### src/afmt_pkg.sv
// Shared constants for the accelerometer output formatter.
package afmt_pkg;
    // Clock and internal sampling.
    localparam int CLK_HZ = 250_000_000;
    localparam int SAMPLE_RATE_HZ = 2000;
    localparam int SAMPLE_CYCLES = CLK_HZ / SAMPLE_RATE_HZ;
    // Continuous transmission rate and the resulting samples per average.
    localparam int CONT_TX_RATE_HZ = 500;
    localparam int CONT_AVG_SAMPLES = SAMPLE_RATE_HZ / CONT_TX_RATE_HZ;

    // Output unit codes.
    localparam logic [1:0] UNIT_ACCEL = 2'h0;
    localparam logic [1:0] UNIT_VEL = 2'h1;
    localparam logic [1:0] UNIT_AVG = 2'h2;

    // Range codes.
    localparam logic [2:0] RANGE_2G = 3'h0;
    localparam logic [2:0] RANGE_5G = 3'h1;
    localparam logic [2:0] RANGE_10G = 3'h2;
    localparam logic [2:0] RANGE_30G = 3'h3;
    localparam logic [2:0] RANGE_80G = 3'h4;

    // Acceleration scale exponents, counts per g are two to these powers.
    localparam int ACC_EXP_2G = 21;
    localparam int ACC_EXP_5G = 20;
    localparam int ACC_EXP_10G = 19;
    localparam int ACC_EXP_30G = 18;
    localparam int ACC_EXP_80G = 16;
    // Velocity scale exponents, counts per m/s are two to these powers.
    localparam int VEL_EXP_2G = 24;
    localparam int VEL_EXP_5G = 23;
    localparam int VEL_EXP_10G = 22;
    localparam int VEL_EXP_30G = 21;
    localparam int VEL_EXP_80G = 19;

    // Sample input is signed, in units of 2^-ACC_EXP_2G g.
    localparam int SAMPLE_W = 32;
    localparam int CNT_W = 16;
    localparam int SUM_W = 48;
    localparam int WORD_W = 24;
    localparam int WORK_W = 64;
    // Velocity factor 9.80665 / 2000 * 2^(VEL_EXP_2G - ACC_EXP_2G), in Q16.
    localparam int VEL_COEF_FRAC = 16;
    localparam logic [15:0] VEL_COEF = 16'h0a0b;
    localparam int FIFO_DEPTH = 4;

    // Byte positions within one 24-bit word.
    localparam logic [1:0] ACCEL_BYTE_HIGH = 2'h0;
    localparam logic [1:0] ACCEL_BYTE_MID = 2'h1;
    localparam logic [1:0] ACCEL_BYTE_LOW = 2'h2;
    localparam int BYTE_LAST_IDX = 2;

    typedef enum logic [2:0] {ST_IDLE, ST_DIV, ST_MUL, ST_SCALE, ST_PUSH} afmt_state_e;
endpackage : afmt_pkg

### src/afmt_fifo.sv
// Small synchronous FIFO with valid and ready on both sides.
`timescale 1ns/1ps
`default_nettype none
module afmt_fifo #(
    parameter int WIDTH = 24,
    parameter int DEPTH = 4
) (
    input wire logic clk,
    input wire logic rst_n,
    input wire logic in_valid,
    output logic in_ready,
    input wire logic [WIDTH-1:0] in_data,
    output logic out_valid,
    input wire logic out_ready,
    output logic [WIDTH-1:0] out_data
);
    localparam int AW = (DEPTH > 1) ? $clog2(DEPTH) : 1;

    typedef struct packed {
        logic [AW-1:0] wr_ptr;
        logic [AW-1:0] rd_ptr;
        logic [AW:0] count;
    } afmt_fifo_s;

    afmt_fifo_s st_reg;
    afmt_fifo_s st_next;
    logic [WIDTH-1:0] mem [DEPTH];
    logic do_wr;
    logic do_rd;

    assign in_ready = (st_reg.count != (AW+1)'(DEPTH));
    assign out_valid = (st_reg.count != '0);
    assign out_data = mem[st_reg.rd_ptr];
    assign do_wr = in_valid && in_ready;
    assign do_rd = out_valid && out_ready;

    always_comb begin
        st_next = st_reg;
        if (do_wr) begin
            st_next.wr_ptr = (st_reg.wr_ptr == AW'(DEPTH - 1)) ? '0 : st_reg.wr_ptr + 1'b1;
        end
        if (do_rd) begin
            st_next.rd_ptr = (st_reg.rd_ptr == AW'(DEPTH - 1)) ? '0 : st_reg.rd_ptr + 1'b1;
        end
        if (do_wr && !do_rd) begin
            st_next.count = st_reg.count + 1'b1;
        end else if (do_rd && !do_wr) begin
            st_next.count = st_reg.count - 1'b1;
        end
    end

    always_ff @(posedge clk or negedge rst_n) begin
        if (!rst_n) begin
            st_reg <= '0;
        end else begin
            st_reg <= st_next;
        end
    end

    // Storage has no reset; the count guards every read of it.
    always_ff @(posedge clk) begin
        if (do_wr) begin
            mem[st_reg.wr_ptr] <= in_data;
        end
    end
endmodule : afmt_fifo
`default_nettype wire

### src/afmt_top.sv
// Accelerometer output formatter for one axis: sampling, averaging, scaling, bytes.
`timescale 1ns/1ps
`default_nettype none
// Notes on behaviour
// - Each value is a 24-bit two's complement word sent high, middle, low byte.
// - Acceleration unit scales 2^21 counts per g at 2g, 2^20 at 5g.
// - Acceleration unit scales 2^19 at 10g, 2^18 at 30g, 2^16 at 80g.
// - Velocity unit gives change since last transmission, 2^24 counts per m/s at 2g, 2^23 at 5g.
// - Velocity unit scales 2^22 at 10g, 2^21 at 30g, 2^19 at 80g.
// - Average unit sends sum of samples since last transmission divided by their count.
// - Internal samples are taken at 2000 per second and feed the average.
// - Continuous transmission at 500 Hz averages exactly four internal samples.
// - Averaged values use the same range scaling and word format as acceleration.
module afmt_top #(
    parameter int SAMPLE_CYCLES = afmt_pkg::SAMPLE_CYCLES,
    parameter int FIFO_DEPTH = afmt_pkg::FIFO_DEPTH
) (
    input wire logic mclk,
    input wire logic rst_n,
    input wire logic signed [afmt_pkg::SAMPLE_W-1:0] accel_in,
    input wire logic [1:0] cfg_unit,
    input wire logic [2:0] cfg_range,
    input wire logic tx_req,
    output logic tx_ready,
    output logic sample_tick,
    output logic [7:0] byte_data,
    output logic [1:0] byte_pos,
    output logic byte_valid,
    input wire logic byte_ready
);
    localparam int SW = afmt_pkg::SUM_W;
    localparam int CW = afmt_pkg::CNT_W;
    localparam int KW = afmt_pkg::WORK_W;
    localparam int WW = afmt_pkg::WORD_W;
    localparam int TW = $clog2(SAMPLE_CYCLES + 1);

    typedef struct packed {
        logic [TW-1:0] tick_cnt;
        logic tick;
        logic signed [SW-1:0] acc_sum;
        logic [CW-1:0] acc_cnt;
        logic signed [afmt_pkg::SAMPLE_W-1:0] latest;
        afmt_pkg::afmt_state_e state;
        logic [1:0] unit;
        logic [2:0] range;
        logic signed [SW-1:0] sum_l;
        logic [CW-1:0] cnt_l;
        logic [SW-1:0] dvd;
        logic [SW-1:0] rem;
        logic [5:0] bit_idx;
        logic neg;
        logic signed [KW-1:0] work;
        logic [WW-1:0] word;
        logic [WW-1:0] ser_word;
        logic [1:0] byte_pos;
        logic [7:0] byte_data;
        logic byte_valid;
        logic tx_ready;
    } afmt_s;

    afmt_s st_reg;
    afmt_s st_next;
    logic [1:0] rst_sync_reg;
    logic rst_n_int;
    logic fifo_in_ready;
    logic fifo_out_valid;
    logic fifo_out_ready;
    logic [WW-1:0] fifo_out_data;
    logic take_tx;
    logic signed [SW-1:0] close_sum;
    logic [CW-1:0] close_cnt;
    logic [SW:0] div_trial;
    logic [SW-1:0] div_rem;
    logic [SW-1:0] quot;
    logic signed [KW-1:0] vel_prod;
    logic signed [KW-1:0] shifted;
    logic [WW-1:0] sat_word;
    logic [2:0] shift_amt;

    // The reset is released through two flops so every flop leaves reset on one edge.
    always_ff @(posedge mclk or negedge rst_n) begin
        if (!rst_n) begin
            rst_sync_reg <= 2'h0;
        end else begin
            rst_sync_reg <= {rst_sync_reg[0], 1'b1};
        end
    end
    assign rst_n_int = rst_sync_reg[1];

    // The velocity scale follows the acceleration scale exactly, so one shift serves both.
    always_comb begin
        case (st_reg.range)
            afmt_pkg::RANGE_5G: shift_amt = 3'(afmt_pkg::ACC_EXP_2G - afmt_pkg::ACC_EXP_5G);
            afmt_pkg::RANGE_10G: shift_amt = 3'(afmt_pkg::ACC_EXP_2G - afmt_pkg::ACC_EXP_10G);
            afmt_pkg::RANGE_30G: shift_amt = 3'(afmt_pkg::ACC_EXP_2G - afmt_pkg::ACC_EXP_30G);
            afmt_pkg::RANGE_80G: shift_amt = 3'(afmt_pkg::ACC_EXP_2G - afmt_pkg::ACC_EXP_80G);
            default: shift_amt = 3'h0;
        endcase
    end

    assign take_tx = tx_req && st_reg.tx_ready;
    // A sample taken in the cycle of the request closes the old interval, none is lost.
    assign close_sum = st_reg.acc_sum + (st_reg.tick ? SW'(accel_in) : '0);
    assign close_cnt = st_reg.acc_cnt + (st_reg.tick ? CW'(1) : '0);
    assign div_trial = {st_reg.rem, st_reg.dvd[SW-1]} - {{(SW-CW+1){1'b0}}, st_reg.cnt_l};
    assign div_rem = div_trial[SW] ? {st_reg.rem[SW-2:0], st_reg.dvd[SW-1]} : div_trial[SW-1:0];
    assign quot = {st_reg.dvd[SW-2:0], ~div_trial[SW]};
    assign vel_prod = (KW'(st_reg.sum_l) * $signed({1'b0, afmt_pkg::VEL_COEF}))
                      >>> afmt_pkg::VEL_COEF_FRAC;
    assign shifted = st_reg.work >>> shift_amt;
    // Values beyond the word clamp rather than wrap, so a host never sees a sign flip.
    assign sat_word = (shifted > KW'(24'sh7fffff)) ? 24'h7fffff :
                      (shifted < -KW'(64'sh800000)) ? 24'h800000 : shifted[WW-1:0];
    assign fifo_out_ready = !st_reg.byte_valid;

    always_comb begin
        st_next = st_reg;
        // Internal sample clock.
        st_next.tick = 1'b0;
        if (st_reg.tick_cnt == '0) begin
            st_next.tick_cnt = TW'(SAMPLE_CYCLES - 1);
            st_next.tick = 1'b1;
        end else begin
            st_next.tick_cnt = st_reg.tick_cnt - 1'b1;
        end
        // Accumulation of the samples since the last transmission.
        if (st_reg.tick) begin
            st_next.latest = accel_in;
            if (st_reg.acc_cnt != '1) begin
                st_next.acc_sum = close_sum;
                st_next.acc_cnt = close_cnt;
            end
        end
        case (st_reg.state)
            afmt_pkg::ST_IDLE: begin
                if (take_tx) begin
                    st_next.acc_sum = '0;
                    st_next.acc_cnt = '0;
                    st_next.unit = cfg_unit;
                    st_next.range = cfg_range;
                    st_next.sum_l = close_sum;
                    st_next.cnt_l = close_cnt;
                    st_next.tx_ready = 1'b0;
                    st_next.work = KW'(st_reg.tick ? accel_in : st_reg.latest);
                    if (cfg_unit == afmt_pkg::UNIT_AVG && close_cnt != '0) begin
                        st_next.neg = close_sum[SW-1];
                        st_next.dvd = close_sum[SW-1] ? -close_sum : close_sum;
                        st_next.rem = '0;
                        st_next.bit_idx = 6'(SW - 1);
                        st_next.state = afmt_pkg::ST_DIV;
                    end else if (cfg_unit == afmt_pkg::UNIT_VEL) begin
                        st_next.state = afmt_pkg::ST_MUL;
                    end else begin
                        st_next.state = afmt_pkg::ST_SCALE;
                    end
                end
            end
            afmt_pkg::ST_DIV: begin
                // Restoring division, one quotient bit a cycle, so any count is exact.
                st_next.rem = div_rem;
                st_next.dvd = quot;
                st_next.bit_idx = st_reg.bit_idx - 1'b1;
                if (st_reg.bit_idx == '0) begin
                    st_next.work = st_reg.neg ? -KW'(quot) : KW'(quot);
                    st_next.state = afmt_pkg::ST_SCALE;
                end
            end
            afmt_pkg::ST_MUL: begin
                st_next.work = vel_prod;
                st_next.state = afmt_pkg::ST_SCALE;
            end
            afmt_pkg::ST_SCALE: begin
                st_next.word = sat_word;
                st_next.state = afmt_pkg::ST_PUSH;
            end
            afmt_pkg::ST_PUSH: begin
                // A full FIFO holds the result here, which in turn holds off requests.
                if (fifo_in_ready) begin
                    st_next.state = afmt_pkg::ST_IDLE;
                    st_next.tx_ready = 1'b1;
                end
            end
            default: st_next.state = afmt_pkg::ST_IDLE;
        endcase
        // Byte serialiser, high byte first.
        if (st_reg.byte_valid && byte_ready) begin
            if (st_reg.byte_pos == 2'(afmt_pkg::BYTE_LAST_IDX)) begin
                st_next.byte_valid = 1'b0;
            end else begin
                st_next.byte_pos = st_reg.byte_pos + 1'b1;
                st_next.byte_data = (st_reg.byte_pos == afmt_pkg::ACCEL_BYTE_HIGH) ?
                                    st_reg.ser_word[15:8] : st_reg.ser_word[7:0];
            end
        end else if (!st_reg.byte_valid && fifo_out_valid) begin
            st_next.ser_word = fifo_out_data;
            st_next.byte_data = fifo_out_data[23:16];
            st_next.byte_pos = afmt_pkg::ACCEL_BYTE_HIGH;
            st_next.byte_valid = 1'b1;
        end
    end

    always_ff @(posedge mclk or negedge rst_n_int) begin
        if (!rst_n_int) begin
            st_reg <= '0;
            st_reg.state <= afmt_pkg::ST_IDLE;
            st_reg.tx_ready <= 1'b1;
        end else begin
            st_reg <= st_next;
        end
    end

    afmt_fifo #(
        .WIDTH(WW),
        .DEPTH(FIFO_DEPTH)
    ) u_fifo (
        .clk(mclk),
        .rst_n(rst_n_int),
        .in_valid(st_reg.state == afmt_pkg::ST_PUSH),
        .in_ready(fifo_in_ready),
        .in_data(st_reg.word),
        .out_valid(fifo_out_valid),
        .out_ready(fifo_out_ready),
        .out_data(fifo_out_data)
    );

    assign tx_ready = st_reg.tx_ready;
    assign sample_tick = st_reg.tick;
    assign byte_data = st_reg.byte_data;
    assign byte_pos = st_reg.byte_pos;
    assign byte_valid = st_reg.byte_valid;

    // Helper logic read only by the checks below.
    logic [TW:0] gap_reg;
    logic seen_tick_reg;
    logic [KW-1:0] chk_mag;
    logic [KW-1:0] chk_sum_mag;
    always_ff @(posedge mclk or negedge rst_n_int) begin
        if (!rst_n_int) begin
            gap_reg <= '0;
            seen_tick_reg <= 1'b0;
        end else begin
            gap_reg <= st_reg.tick ? '0 : gap_reg + 1'b1;
            seen_tick_reg <= seen_tick_reg || st_reg.tick;
        end
    end
    assign chk_mag = st_next.work[KW-1] ? KW'(-st_next.work) : KW'(st_next.work);
    assign chk_sum_mag = st_reg.sum_l[SW-1] ? KW'(-st_reg.sum_l) : KW'(st_reg.sum_l);
endmodule : afmt_top
`default_nettype wire

### config.mk
export PLATFORM = sky130hd
export DESIGN_NAME = afmt_top
export DESIGN_NICKNAME = d
export VERILOG_FILES = /design/src/afmt_pkg.sv /design/src/afmt_fifo.sv /design/src/afmt_top.sv
export SDC_FILE = /design/constraint.sdc
export NUM_CORES = 2
export LEC_CHECK = 0
export BUFFER_PORTS_ARGS = -buffer_cell sky130_fd_sc_hd__buf_2
export CORE_ASPECT_RATIO = 1.1
export CORE_MARGIN = 5
export CORE_UTILIZATION = 40
export DETAILED_ROUTE_END_ITERATION = 10
export GPL_ROUTABILITY_DRIVEN = 0
export HOLD_SLACK_MARGIN = 0.02
export PLACE_DENSITY = 0.66
export SETUP_SLACK_MARGIN = 0.4
export SYNTH_ARGS = -nofsm -noshare
export SYNTH_HDL_FRONTEND = slang
export SYNTH_HIERARCHICAL = 1
export SYNTH_SLANG_ARGS = --single-unit
### constraint.sdc
create_clock -name mclk -period 39.1 [get_ports mclk]
set_input_delay 1.955 -clock mclk [delete_from_list [all_inputs] [get_ports mclk]]
set_output_delay 1.955 -clock mclk [all_outputs]
set_load 0.01 [all_outputs]
==> impl_metrics.py <==
metrics = {
    "run_status": {
        "status": "complete, no violations",
    },
    "clocking": {
        "cts_root_buf": "clkbuf_16",
        "cts_resized": 0,
        "clkTransAtPathRegs_ps": 60,
        "cts_tree": "done",
        "numCtsBuffers": 56,
        "clock_sinks": 508,
        "insertion_delay_ps": 640,
        "cts_hold_buffers": 0,
        "cts_setup_buffers": 0,
        "clock_path_buffers": 3,
        "ctsHtreeMaxLevel": 2,
    },
    "floorplan": {
        "die_area_sq_um": 103000,
        "io_pins": 54,
        "start_util_pct": 40.3,
        "std_cell_rows": 119,
        "core-area_sq_um": 96000,
        "die_h_um": 336,
        "die_w_um": 307,
    },
    "setup_path": {
        "critPathLaunch": "accel_in[4]",
        "end_kind": "flop",
        "path_max_fanout": 25,
        "critPathKind": "input port to flop",
        "r2r-start": "st_reg[250]$_DFFE_PN0P_",
        "crit_arrival_ps": 7050,
        "r2r_end": "st_reg[120]$_DFFE_PN0P_",
        "start_kind": "input port",
        "r2r_slack_ps": 32690,
        "required_ps": 39620,
        "r2r_cells": 20,
        "crit_path_end": "quot[40]$_DFFE_PN0P_",
    },
    "power_and_ir_drop": {
        "powerDensity_nw_per_um2": 28.1,
        "power.internal_mw": 0.891,
        "leakagePower_nw": 19.2,
        "switching_power_mw": 0.288,
        "combPwrFrac_pct": 7.6,
        "seqPwrFrac_pct": 46.7,
        "power.share.clock_pct": 45.7,
        "vdd_drop_max_mv": 0.0345,
        "switching_share_pct": 24.4,
    },
    "run": {
        "drv_cap": 0,
    },
    "synth": {
        "yosysWarningCount": 6,
        "synth_area_sq_um": 38700,
        "async_flop_share_pct": 81.1,
        "ys.flop_type": "dfrtp_1",
        "synth_area_per_cell_sq_um": 9.08,
        "ys_types": 95,
        "synth_area_leader_cell": "dfrtp_1",
        "synth_top_area_share_pct": 26.5,
        "syn_inst": 4266,
        "synth_top_cells_by_area": "dfrtp_1 27%, ha_1 9.5%, edfxtp_1 7.4%",
        "ys_seq_area_share_pct": 34.0,
        "synth_edf_count": 96,
        "ys_ff_latch": 508,
        "synth_nets": 4736,
    },
    "drt": {
        "routed_via_density": 5.60,
        "ant_nets": 0,
        "drt-total-wl_um": 102000,
        "routedWlPerCell_um": 18.4,
        "dr.pass1.iters": 6,
        "vias": 30800,
        "route.detailed.drc": 0,
        "dr.first_iter.drc_count": 2841,
    },
    "timing": {
        "report.final.setup_viol": 0,
        "relSlewSlack_pct": 29.6,
        "slew_viol_final": 0,
        "timing.final.crit_share_pct": 16.7,
        "min_period_ps": 6530,
        "clock.fmax_mhz": 153,
        "setup-tns-final_ps": 0,
        "tightest_slew_ps": 1050,
        "fin_skew_ps": 30.9,
        "rsz0062_at_grt": "false",
        "hold_violations": 0,
    },
    "finish": {
        "drive_gt1_share_pct": 7.93,
        "utilization_pct": 43.7,
        "mostFrequentLayoutCell": "nand2_1",
        "seq_area_sq_um": 13200,
        "mostFrequentLayoutCells": "506 x nand2_1, 409 x dfrtp_1, 342 x inv_1",
        "multi_input_comb_area_sq_um": 23300,
        "nets": 4657,
        "n_fill_cell": 9262,
        "largest_register_ff_count": 343,
        "syn_to_final_growth_pct": 8.28,
    },
    "placed_design": {
        "io_buffer_count": 53,
        "dp_hpwl_um": 77100,
    },
    "global_routing": {
        "antenna_found_initial": 1,
        "grt_max_degree": 162,
        "overflow": 0,
        "grt_pass1_vias": 30100,
        "grt_use_total_pct": 19.4,
        "grt_pass1_wl_um": 164000,
    },
    "hold_path": {
        "hold_class": "flop to flop",
    },
}
critical path, cell delays in order:
cell,delay (ps)
buf_2,110
and2_1,160
ha_1,370
o211ai_1,170
o21a_1,260
nor3_1,670
nor3_1,310
o211a_1,360
a2111oi_0,690
a21oi_1,310
xor2_2,910
o21ai_0,270
xnor2_1,200
a221o_1,310
power groups by stage:
stage | logic [mW] | registers (mW) | clock network (mW)
3_5_place_dp | 0.0887 | 0.561 | 0
5_1_grt | 0.0995 | 0.552 | 0.574
6_report | 0.0901 | 0.551 | 0.539
2_1_floorplan | 0.0572 | 0.565 | 0
3_3_place_gp | 0.0877 | 0.561 | 0
4_1_cts | 0.0893 | 0.551 | 0.553
metrics by stage:
| stage | total power, mW | hold WS, ps | cell area [sq um] | setup WS [ps] | std cells |
|---|---|---|---|---|---|
| after global placement | 0.648 | 336 | 40100 | 32230 | 5399 |
| after floorplan | 0.622 | 331 | 38700 | 26770 | 4266 |
| after detailed placement | 0.650 | 335 | 40100 | 32050 | 5399 |
| after CTS | 1.19 | 348 | 42000 | 32710 | 5505 |
| final | 1.18 | 348 | 42000 | 32570 | 5506 |
| after global routing | 1.22 | 358 | 42000 | 32250 | 5505 |
area by class of cell:
cell class                 instances  area share (%)
antenna                            1         0.00596
inverter                         342            3.06
clock buffer                      79            3.76
tap                             1270            3.79
multi-input combinational       3172            55.6
sequential                       508            31.5
timing repair buffer             107            1.63
clock inverter                    27           0.698
cell usage after synthesis (all sizes together) (8+ instances only):
| cell type | n |
|---|---|
| or3 | 35 |
| and4 | 11 |
| xnor2 | 121 |
| o41ai | 17 |
| a211o | 10 |
| and3 | 35 |
| mux4 | 31 |
| o31a | 11 |
| o211ai | 34 |
| nand2 | 507 |
| a222oi | 11 |
| a211oi | 35 |
| edfxtp | 96 |
| dfrtp | 411 |
| or2 | 20 |
| inv | 342 |
| a21oi | 293 |
| xor2 | 101 |
| and2 | 64 |
| nor4 | 40 |
| o21ai | 315 |
| a31oi | 26 |
| mux2 | 57 |
| a22oi | 42 |
| nand4 | 50 |
| mux2i | 89 |
| fa | 136 |
| a21o | 72 |
| o21bai | 15 |
| buf | 46 |
| clkbuf | 198 |
| or4 | 21 |
| nor2b | 16 |
| nor2 | 272 |
| nand3 | 111 |
| o31ai | 23 |
| a221o | 8 |
| o21a | 32 |
| a221oi | 13 |
| ha | 293 |
| nor3 | 68 |
| nand2b | 22 |
per-layer routing:
metal  track usage (%)  vias up  part of all wire [%]
li1                  -    14900                     -
met3              2.43      149                   5.2
met1              27.5    15000                    46
met2              31.7      772                    46
met4              4.87        0                   2.4
met5                 0        -                     0
worst min-delay path by stage:
stage                                          from                        end  slack, ps  cells after the start
after floorplan           rst_sync_reg[0]$_DFF_PN0_  rst_sync_reg[1]$_DFF_PN0_        330                      0
after global placement    rst_sync_reg[0]$_DFF_PN0_  rst_sync_reg[1]$_DFF_PN0_        340                      0
after detailed placement  rst_sync_reg[0]$_DFF_PN0_  rst_sync_reg[1]$_DFF_PN0_        330                      0
after CTS                 rst_sync_reg[0]$_DFF_PN0_  rst_sync_reg[1]$_DFF_PN0_        350                      0
after global routing      rst_sync_reg[0]$_DFF_PN0_  rst_sync_reg[1]$_DFF_PN0_        360                      0
final                     rst_sync_reg[0]$_DFF_PN0_  rst_sync_reg[1]$_DFF_PN0_        350                      0
cells by family after synthesis:
kind of cell               Yosys count  synth area share, %
AOI/OAI and AO/OA                 1037                 16.8
muxes                              177                 5.82
adders and majority gates          429                 16.5
DFF                                508                 34.0
other                                1              0.00968
xor gates and xnor gates           222                 5.02
buffers and inverters              586                 5.95
and+or+nand+nor                   1306                 15.9
Power figures use the tool's default switching activity.
